`src/verilog/wwm_pkg.sv`:
```
package wwm_pkg;
  // ----------------------------------------
  // word and control line widths
  // ----------------------------------------
  localparam int WORD_W    = 128;
  localparam int BYTES     = 16;
  localparam int ADDR_W    = 4;
  localparam int WORDS     = 16;
  localparam int MODE_W    = 4;
  localparam int BSEL_W    = 10;
  localparam int MODE_CNT  = 84;
  localparam int RMWB_VARS = 16;
  localparam int LINE_US   = 31;
  localparam int LINE_WRDS = 120;
  // ----------------------------------------
  // timing
  // ----------------------------------------
  localparam int CLK_NS     = 8;
  localparam int SYNC_NS    = 400;
  localparam int HALT_NS    = 400;
  localparam int XFER_NS    = 100;
  localparam int REF_MS     = 2;
  localparam int STALL_US   = 1400;
  localparam int SYNC_CYC   = (SYNC_NS + CLK_NS - 1) / CLK_NS;
  localparam int HALT_CYC   = (HALT_NS + CLK_NS - 1) / CLK_NS;
  localparam int XFER_CYC   = (XFER_NS + CLK_NS - 1) / CLK_NS;
  localparam int REF_ROW_CYC = REF_MS * 1000000 / CLK_NS / WORDS;
  localparam int REF_BUSY_CYC = 8;
  // ----------------------------------------
  // mode codes
  // ----------------------------------------
  localparam logic [3:0] MODE_WW_RD   = 4'h0;
  localparam logic [3:0] MODE_WW_WR   = 4'h1;
  localparam logic [3:0] MODE_BYTE_WR = 4'h2;
  localparam logic [3:0] MODE_RMW_B   = 4'h3;
  localparam logic [3:0] MODE_RMW_WW  = 4'h4;
  localparam logic [3:0] MODE_SEQ_RD  = 4'h5;
  localparam logic [3:0] MODE_SEQ_WR  = 4'h6;
  // ----------------------------------------
  // registers
  // ----------------------------------------
  localparam logic [11:0] OFS_CTRL   = 12'h000;
  localparam logic [11:0] OFS_STATUS = 12'h004;
  localparam logic [11:0] OFS_ADDR   = 12'h008;
  localparam logic [11:0] OFS_REFCNT = 12'h00C;
  localparam int CTRL_EXT_BIT = 0;
  localparam logic [31:0] CTRL_RST = 32'h0000_0000;

  typedef enum logic [2:0] {
    ST_IDLE, ST_SYNC, ST_ADDR_ACK, ST_DATA_WAIT, ST_XFER, ST_DATA_ACK, ST_HALT, ST_REFRESH
  } wwm_state_e;
endpackage : wwm_pkg
```
`src/verilog/wwm_ctrl.sv`:
```
// Functional notes
// requester supplies a new address for every non-sequential cycle.
// sequential modes move whole words from one start address, addresses generated here.
// sequential cycle is 400 ns sync, variable data phase, 400 ns halt.
// sync latches start address, direction and read/write selection.
// sequential data phase runs until halt; each word takes at least 100 ns.
// four mode lines and ten byte-select lines pick one of 84 modes.
// byte read-modify-write has 16 variants chosen by byte select code.
// requester holds address-available until address-acknowledge arrives.
// requester drops available on ack; controller then drops ack.
// read: on data-request fetch word, drive bus, then assert data-acknowledge.
// requester captures data at data-acknowledge, then withdraws data-request.
// data-acknowledge is withdrawn once data-request is withdrawn.
// sequential read repeats data-request without a new address handshake.
// write: requester drives data and request; memory stores and acknowledges.
// every row refreshed at least once per refresh interval.
// internal or external refresh chosen by configuration; internal may stall.
// with external refresh the requester gates refresh inside blanking.
// interface sustains 120 words per 31 us line.
// each location holds one 128-bit word; single transfers of 1 to 16 bytes.
// byte read-modify-write alters only selected bytes.
// sequential address steps by one word, up or down per sampled direction.
// both acknowledges stay deasserted after reset until a request.
`timescale 1ns/100ps
module wwm_ctrl
  import wwm_pkg::*;
#(
  parameter int REF_ROW_CYCLES = REF_ROW_CYC
)(
  input  wire logic              clk,
  input  wire logic              nrst,
  input  wire logic              psel,
  input  wire logic              penable,
  input  wire logic              pwrite,
  input  wire logic [11:0]       paddr,
  input  wire logic [31:0]       pwdata,
  output logic      [31:0]       prdata,
  output logic                   pready,
  output logic                   pslverr,
  input  wire logic              addr_available_n,
  output logic                   addr_acknowledge_n,
  input  wire logic              data_request_n,
  output logic                   data_acknowledge_n,
  input  wire logic [ADDR_W-1:0] addr_in,
  input  wire logic [MODE_W-1:0] mode,
  input  wire logic [BSEL_W-1:0] byte_sel,
  input  wire logic              seq_descend,
  input  wire logic              seq_halt,
  input  wire logic              refresh_gate,
  input  wire logic [WORD_W-1:0] wdata,
  output logic      [WORD_W-1:0] rdata
);
  wwm_state_e        st_r;
  logic [15:0]       cnt_r;
  logic [ADDR_W-1:0] addr_r;
  logic [MODE_W-1:0] mode_r;
  logic [BSEL_W-1:0] bsel_r;
  logic              dir_r;
  logic              wr_phase_r;
  logic [31:0]       ctrl_r;
  logic [23:0]       ref_tmr_r;
  logic              ref_pend_r;
  logic              gate_d_r;
  logic [ADDR_W-1:0] ref_row_r;
  logic [15:0]       ref_cnt_r;
  logic              seq;
  logic              read_modify_write;
  logic              is_wr;
  logic              xfer_done;
  logic              mem_we;
  logic [BYTES-1:0]  mem_be;
  logic [WORD_W-1:0] mem_rd;
  logic              ref_tick;
  logic              apb_acc;

  // ----------------------------------------
  // mode decode
  // ----------------------------------------
  function automatic logic [BYTES-1:0] byte_run(input logic [3:0] start,
                                                 input logic [3:0] len);
    logic [4:0] last;
    byte_run = '0;
    last = 5'(start) + 5'(len);
    for (int i = 0; i < BYTES; i++) begin
      if (5'(i) >= 5'(start) && 5'(i) <= last) byte_run[i] = 1'b1;
    end
  endfunction : byte_run

  function automatic logic is_seq(input logic [MODE_W-1:0] m);
    is_seq = (m == MODE_SEQ_RD) || (m == MODE_SEQ_WR);
  endfunction : is_seq

  assign seq = is_seq(mode_r);
  assign read_modify_write = (mode_r == MODE_RMW_B) || (mode_r == MODE_RMW_WW);
  // rmw cycles read first, then write: only the selected byte for byte rmw, the whole new word for word rmw
  assign is_wr = (mode_r == MODE_WW_WR) || (mode_r == MODE_BYTE_WR) ||
                 (mode_r == MODE_SEQ_WR) || (read_modify_write && wr_phase_r);
  // every word transfer holds for the minimum word time
  assign xfer_done = (st_r == ST_XFER) && (cnt_r == 16'(XFER_CYC - 1));
  assign mem_we = xfer_done && is_wr;

  always_comb begin
    case (mode_r)
      MODE_BYTE_WR: mem_be = byte_run(bsel_r[3:0], bsel_r[7:4]);
      MODE_RMW_B:   mem_be = BYTES'(1) << bsel_r[3:0];
      default:      mem_be = '1;
    endcase
  end

  wwm_mem u_mem (
    .clk     (clk),
    .we      (mem_we),
    .addr    (addr_r),
    .byte_en (mem_be),
    .wdata   (wdata),
    .rdata   (mem_rd)
  );

  // ----------------------------------------
  // handshake sequencer
  // ----------------------------------------
  always_ff @(posedge clk) begin
    if (!nrst) begin
      st_r               <= ST_IDLE;
      cnt_r              <= 16'h0000;
      addr_r             <= '0;
      mode_r             <= '0;
      bsel_r             <= '0;
      dir_r              <= 1'b0;
      wr_phase_r         <= 1'b0;
      addr_acknowledge_n <= 1'b1;
      data_acknowledge_n <= 1'b1;
      rdata              <= '0;
    end else begin
      case (st_r)
        ST_IDLE: begin
          cnt_r      <= 16'h0000;
          wr_phase_r <= 1'b0;
          // refresh wins over a new cycle so a row is never starved
          if (ref_pend_r) begin
            st_r <= ST_REFRESH;
          end else if (!addr_available_n) begin
            addr_r <= addr_in;
            mode_r <= mode;
            bsel_r <= byte_sel;
            dir_r  <= seq_descend;
            if (is_seq(mode)) begin
              st_r <= ST_SYNC;
            end else begin
              addr_acknowledge_n <= 1'b0;
              st_r               <= ST_ADDR_ACK;
            end
          end
        end
        ST_SYNC: begin
          cnt_r <= cnt_r + 16'h0001;
          dir_r <= seq_descend;
          if (cnt_r == 16'(SYNC_CYC - 1)) begin
            addr_acknowledge_n <= 1'b0;
            st_r               <= ST_ADDR_ACK;
          end
        end
        ST_ADDR_ACK: begin
          cnt_r <= 16'h0000;
          if (addr_available_n) begin
            addr_acknowledge_n <= 1'b1;
            st_r               <= ST_DATA_WAIT;
          end
        end
        ST_DATA_WAIT: begin
          cnt_r <= 16'h0000;
          if (!data_request_n) begin
            st_r <= ST_XFER;
          end else if (seq && seq_halt) begin
            st_r <= ST_HALT;
          end
        end
        ST_XFER: begin
          cnt_r <= cnt_r + 16'h0001;
          if (xfer_done) begin
            if (!is_wr) rdata <= mem_rd;
            data_acknowledge_n <= 1'b0;
            st_r               <= ST_DATA_ACK;
          end
        end
        ST_DATA_ACK: begin
          if (data_request_n) begin
            data_acknowledge_n <= 1'b1;
            if (seq) begin
              addr_r <= dir_r ? addr_r - 1'b1 : addr_r + 1'b1;
              st_r   <= ST_DATA_WAIT;
            end else if (read_modify_write && !wr_phase_r) begin
              wr_phase_r <= 1'b1;
              st_r       <= ST_DATA_WAIT;
            end else begin
              st_r <= ST_IDLE;
            end
          end
        end
        ST_HALT: begin
          cnt_r <= cnt_r + 16'h0001;
          if (cnt_r == 16'(HALT_CYC - 1)) st_r <= ST_IDLE;
        end
        ST_REFRESH: begin
          cnt_r <= cnt_r + 16'h0001;
          if (cnt_r == 16'(REF_BUSY_CYC - 1)) st_r <= ST_IDLE;
        end
        default: st_r <= ST_IDLE;
      endcase
    end
  end

  // ----------------------------------------
  // refresh timing
  // ----------------------------------------
  // external gates come from the requester, who places them in blanking
  assign ref_tick = ctrl_r[CTRL_EXT_BIT] ? (refresh_gate && !gate_d_r)
                                         : (ref_tmr_r == 24'(REF_ROW_CYCLES - 1));

  always_ff @(posedge clk) begin
    if (!nrst) begin
      ref_tmr_r <= 24'h000000;
      gate_d_r  <= 1'b0;
    end else begin
      gate_d_r  <= refresh_gate;
      ref_tmr_r <= (ref_tmr_r == 24'(REF_ROW_CYCLES - 1)) ? 24'h000000
                                                          : ref_tmr_r + 24'h000001;
    end
  end

  // a tick in the same cycle as the take is kept pending
  always_ff @(posedge clk) begin
    if (!nrst) begin
      ref_pend_r <= 1'b0;
      ref_row_r  <= '0;
      ref_cnt_r  <= 16'h0000;
    end else begin
      ref_pend_r <= ref_tick || (ref_pend_r && !(st_r == ST_IDLE));
      if (st_r == ST_REFRESH && cnt_r == 16'(REF_BUSY_CYC - 1)) begin
        ref_row_r <= ref_row_r + 1'b1;
        ref_cnt_r <= ref_cnt_r + 16'h0001;
      end
    end
  end

  // ----------------------------------------
  // apb slave
  // ----------------------------------------
  // one wait state keeps prdata and pready straight from flops
  assign apb_acc = psel && penable && !pready;

  always_ff @(posedge clk) begin
    if (!nrst) begin
      ctrl_r  <= CTRL_RST;
      pready  <= 1'b0;
      pslverr <= 1'b0;
      prdata  <= 32'h0000_0000;
    end else begin
      pready  <= apb_acc;
      pslverr <= 1'b0;
      prdata  <= 32'h0000_0000;
      if (apb_acc) begin
        case (paddr)
          OFS_CTRL: begin
            if (pwrite) ctrl_r <= {31'h0000_0000, pwdata[CTRL_EXT_BIT]};
            prdata <= ctrl_r;
          end
          OFS_STATUS: prdata <= {25'h0000000, ref_pend_r, wr_phase_r, dir_r, 1'b0, st_r};
          OFS_ADDR:   prdata <= {24'h000000, mode_r, addr_r};
          OFS_REFCNT: prdata <= {12'h000, ref_row_r, ref_cnt_r};
          default:    pslverr <= 1'b1;
        endcase
      end
    end
  end

  // ----------------------------------------
  // checks
  // ----------------------------------------
  property p_ack_rest;
    @(posedge clk) disable iff (!nrst)
    (st_r == ST_IDLE) |-> addr_acknowledge_n && data_acknowledge_n;
  endproperty
  a_ack_rest: assert property (p_ack_rest) else $error("ack active while idle");

  property p_addr_ack_hold;
    @(posedge clk) disable iff (!nrst)
    !addr_acknowledge_n && !addr_available_n |=> !addr_acknowledge_n;
  endproperty
  a_addr_ack_hold: assert property (p_addr_ack_hold) else $error("address ack dropped early");

  property p_addr_ack_drop;
    @(posedge clk) disable iff (!nrst)
    !addr_acknowledge_n && addr_available_n |=> addr_acknowledge_n;
  endproperty
  a_addr_ack_drop: assert property (p_addr_ack_drop) else $error("address ack not dropped");

  property p_data_ack_drop;
    @(posedge clk) disable iff (!nrst)
    !data_acknowledge_n && data_request_n |=> data_acknowledge_n;
  endproperty
  a_data_ack_drop: assert property (p_data_ack_drop) else $error("data ack not dropped");

  property p_sync_len;
    @(posedge clk) disable iff (!nrst)
    $fell(st_r == ST_SYNC) |-> $past(cnt_r) == 16'(SYNC_CYC - 1) && !addr_acknowledge_n;
  endproperty
  a_sync_len: assert property (p_sync_len) else $error("sync phase length wrong");

  property p_halt_len;
    @(posedge clk) disable iff (!nrst)
    $rose(st_r == ST_HALT) |-> ##(HALT_CYC - 1) (st_r == ST_HALT) ##1 (st_r == ST_IDLE);
  endproperty
  a_halt_len: assert property (p_halt_len) else $error("halt phase length wrong");

  property p_word_min;
    @(posedge clk) disable iff (!nrst)
    $fell(data_acknowledge_n) |-> $past(cnt_r) == 16'(XFER_CYC - 1);
  endproperty
  a_word_min: assert property (p_word_min) else $error("word transfer too short");

  property p_seq_step;
    @(posedge clk) disable iff (!nrst)
    seq && $rose(data_acknowledge_n) |->
      addr_r == ($past(dir_r) ? $past(addr_r) - 1'b1 : $past(addr_r) + 1'b1);
  endproperty
  a_seq_step: assert property (p_seq_step) else $error("sequential address step wrong");

  property p_rmw_byte;
    @(posedge clk) disable iff (!nrst)
    mem_we && mode_r == MODE_RMW_B |-> $onehot(mem_be) && wr_phase_r;
  endproperty
  a_rmw_byte: assert property (p_rmw_byte) else $error("byte rmw touches wrong bytes");

  property p_read_data;
    @(posedge clk) disable iff (!nrst)
    $fell(data_acknowledge_n) && !is_wr |-> rdata == $past(mem_rd);
  endproperty
  a_read_data: assert property (p_read_data) else $error("read data not fetched");

  c_seq_read: cover property (@(posedge clk) disable iff (!nrst)
    $rose(st_r == ST_HALT) && mode_r == MODE_SEQ_RD);
  c_rmw_write: cover property (@(posedge clk) disable iff (!nrst)
    mem_we && mode_r == MODE_RMW_B);
  c_refresh: cover property (@(posedge clk) disable iff (!nrst)
    $rose(st_r == ST_REFRESH) && ctrl_r[CTRL_EXT_BIT]);
endmodule : wwm_ctrl

```
`src/verilog/wwm_mem.sv`:
```
`timescale 1ns/100ps
module wwm_mem
  import wwm_pkg::*;
(
  input  wire logic              clk,
  input  wire logic              we,
  input  wire logic [ADDR_W-1:0] addr,
  input  wire logic [BYTES-1:0]  byte_en,
  input  wire logic [WORD_W-1:0] wdata,
  output logic      [WORD_W-1:0] rdata
);
  logic [WORD_W-1:0] mem_r [WORDS];

  // only enabled bytes change; the rest keep their old value
  always_ff @(posedge clk) begin
    if (we) begin
      for (int i = 0; i < BYTES; i++) begin
        if (byte_en[i]) begin
          mem_r[addr][i*8 +: 8] <= wdata[i*8 +: 8];
        end
      end
    end
  end

  assign rdata = mem_r[addr];
endmodule : wwm_mem

```
`config.mk`:
```
export PLATFORM = sky130hd
export DESIGN_NAME = wwm_ctrl
export DESIGN_NICKNAME = d
export VERILOG_FILES = /design/src/verilog/wwm_pkg.sv /design/src/verilog/wwm_ctrl.sv /design/src/verilog/wwm_mem.sv
export SDC_FILE = /design/constraint.sdc
export NUM_CORES = 2
export LEC_CHECK = 0
export ABC_AREA = 1
export BUFFER_PORTS_ARGS = -buffer_cell sky130_fd_sc_hd__buf_2
export CORE_ASPECT_RATIO = 1.25
export CORE_UTILIZATION = 55
export DETAILED_ROUTE_END_ITERATION = 6
export PLACE_DENSITY = 0.72
export SYNTH_ARGS = -nofsm -noshare
export SYNTH_HDL_FRONTEND = slang
export SYNTH_SLANG_ARGS = --single-unit
export TNS_END_PERCENT = 1
```
`constraint.sdc`:
```
create_clock -name clk -period 5.1 [get_ports clk]
set_input_delay 1.02 -clock clk [delete_from_list [all_inputs] [get_ports clk]]
set_output_delay 1.02 -clock clk [all_outputs]
set_load 0.005 [all_outputs]
```
==> impl_metrics.csv <==
group,metric,value,unit
grt,antenna_found_initial,23,
sta,setup-tns-final,0,ps
detailed_routing,viasPerCell,5.87,
sta,worst_pin_slew,1180,ps
grt,grt_max_degree,176,
clock_tree,h-tree-depth,4,
power,ir_drop,560,uV
critical_path,startpoint_type,"flop",
floorplanning,pin_count,364,
critical_path,startpoint,"bsel_r[1]$_SDFFE_PN0P_",
sta,max_freq,0.256,GHz
detailed_routing,dr.first_iter.drc_count,6033,
grt,grt_pass1_vias,54800,
critical_path,cp-end-kind,"flop",
finish,fin_area,97900,um^2
grt,track_usage,0.275,
detailed_routing,drtPass1Iterations,6,
critical_path,r2r_start,"bsel_r[1]$_SDFFE_PN0P_",
floorplanning,initial_core_util,0.556,
floorplanning,fp.dieW,360,um
clock_tree,post-cts-setup-buffers,0,
sta,hold_viol_final,0,
clock_tree,cts_tree,"yes",
min_path,worstHoldPathType,"primary input to flop",
power,powerDensity,478,nW/um^2
sta,setup_viol,0,
grt,grt_pass1_wl,334000,um
placement,place_area,91100,um^2
detailed_routing,drc,0,
grt,grt-ovfl-total,0,
critical_path,r2r_setup_slack,1190,ps
run_status,outcome,"completed",
placement,dp_hpwl,136000,um
logic_synthesis,ys_types,44,
detailed_routing,ant_nets,0,
logic_synthesis,syn_avg_cell_area,12.4,um^2
clock_tree,post_cts_resize_count,0,
critical_path,cp_max_fo,16,
detailed_routing,vias,56100,
placement,finalWeightedCongestion,0.908,
logic_synthesis,synth_cells,7106,
floorplanning,die_area,162000,um^2
clock_tree,clk_pin_slew,60,ps
clock_tree,cts_buffers,206,
logic_synthesis,ys_warn_count,0,
power,p_leak,0.0330,uW
floorplanning,num_rows,163,
finish,drive_gt1_frac,0.106,
clock_tree,cts_num_sinks,2284,
logic_synthesis,synth_area,88200,um^2
logic_synthesis,synth.yosys.seq_area_share,0.751,
sta,drv_slew,0,
critical_path,arrival,4380,ps
finish,n_fill_cell,12000,
detailed_routing,routed_wl,225000,um
detailed_routing,wl_per_cell,23.5,um
critical_path,required,5570,ps
finish,final_cell_mix,"nand2_1 (2388), edfxtp_1 (2048), nor2_1 (569)",
logic_synthesis,ys_seq_elements,2284,
sta,relSlewSlack,0.214,
min_path,hp-start,"refresh_gate",
critical_path,crit_type,"flop to flop",
run,drv_cap,0,
placement,port_buffers,318,
clock_tree,root_buffer,"clkbuf_16",
sta,finClkSkew,31.4,ps
floorplanning,dieHeight,450,um
floorplanning,design.core.area,158000,um^2
sta,min_period_over_period,0.767,
sta,layout_min_cycle_time,3910,ps
clock_tree,cts_hold_buf,0,
clock_tree,clockBufferDepth,3,
finish,nets,7520,
finish,area_growth,11.0,%
sta,rsz0062_at_grt,"false",
finish,final_common_cell,"nand2_1",
clock_tree,clk_latency,860,ps
[sequential cells by signal (all words and copies together) (netlist names), 3 cells and up]
register     count
addr_r           4
bsel_r           8
cnt_r           16
mode_r           4
prdata          20
rdata          128
ref_cnt_r       16
ref_row_r        4
ref_tmr_r       24
st_r             3
u_mem.mem_r   2048
[synth_stat cells]
master	count	share of area
a211oi_1	1	0.000085
a21oi_1	76	0.0043
a22oi_1	257	0.022
a31o_2	1	0.000099
a31oi_1	9	0.00064
buf_1	23	0.00098
buf_12	1	0.00023
buf_2	170	0.0097
buf_4	18	0.0015
buf_6	9	0.0011
buf_8	1	0.00017
clkbuf_1	167	0.0071
clkinv_1	3	0.00013
conb_1	1	0.000043
dfxtp_1	236	0.054
edfxtp_1	2048	0.70
fa_1	2	0.00045
ha_1	13	0.0018
inv_1	133	0.0057
inv_2	6	0.00026
nand2_1	2404	0.10
nand2_2	1	0.000071
nand2_4	10	0.0013
nand3_1	67	0.0038
nand3_2	1	0.00011
nand3b_1	2	0.00017
nand4_1	531	0.038
nor2_1	575	0.024
nor2_2	64	0.0045
nor2_4	11	0.0014
nor2_8	1	0.00023
nor3_1	40	0.0023
nor3_4	1	0.00018
nor3b_1	3	0.00026
nor4_1	2	0.00014
o211ai_1	3	0.00026
o21a_1	1	0.000085
o21ai_0	177	0.010
o21ai_1	2	0.00011
o22ai_1	8	0.00057
or2_0	1	0.000071
or2_2	6	0.00043
xnor2_1	4	0.00040
xor2_1	16	0.0016
[path summary, 6_finish.rpt]
check                                       end  depth (start not counted)
hold / removal              gate_d_r$_SDFF_PN0_                          3
hold reg to reg         ref_tmr_r[0]$_SDFF_PP0_                          1
setup / recovery  u_mem.mem_r[0][101]$_DFFE_PP_                          9
setup reg to reg  u_mem.mem_r[0][101]$_DFFE_PP_                          9
[power breakdown]
| part | switching [uW] | internal [uW] | leakage (uW) |
|---|---|---|---|
| sequential | 110 | 20400 | 0.0203 |
| clock | 6710 | 8570 | 0.00325 |
| combinational | 8080 | 2920 | 0.00946 |
[layer usage]
| metal | routed length (um) | up-vias | global-route usage |
|---|---|---|---|
| met1 | 85600 | 27400 | 0.352 |
| met3 | 17900 | 486 | 0.0449 |
| li1 | - | 25600 | - |
| met2 | 112000 | 2546 | 0.464 |
| met5 | 92 | - | 0 |
| met4 | 9140 | 14 | 0.119 |
[cell families after synthesis]
kind of cell | synth area share
flops | 0.751
simple gates | 0.179
buf+inv | 0.0269
other cells | 0.0000425
compound gates | 0.0381
fa+ha+maj | 0.00230
xor+xnor | 0.00199
[stage by stage]
step / setup slack [ps] / util / hold slack [ps] / power (uW) / instances
after floorplan: 2360 / - / 430 / 27900 / 7117
after global placement: 1270 / 0.575 / 441 / 31600 / 9159
after detailed placement: 1260 / 0.575 / 452 / 31800 / 9159
after CTS: 1200 / 0.617 / 321 / 46900 / 9543
after global routing: 918 / 0.617 / 355 / 48500 / 9551
final: 1190 / 0.618 / 373 / 46800 / 9563
[critical path, cell delays in order, from the launching register on]
cell	delay, ps
dfxtp_1	530
inv_1	150
fa_1	500
xnor2_1	310
nor2_1	170
nor2_1	200
o211ai_1	130
nand2_1	80
nand2_1	540
nor2_1	890
[area by class of cell]
cell class,instances,area (um^2),area share
flip-flops and latches,2284,66200,0.677
multi-input cells,4302,19700,0.201
clock buffers,270,5620,0.0574
well taps,2062,2580,0.0264
repair buffers,369,2090,0.0214
clock inverters,114,1070,0.0110
inverters,142,551,0.00562
diodes,20,50.0,0.000511
No activity file was read; power rests on OpenSTA's default activity.
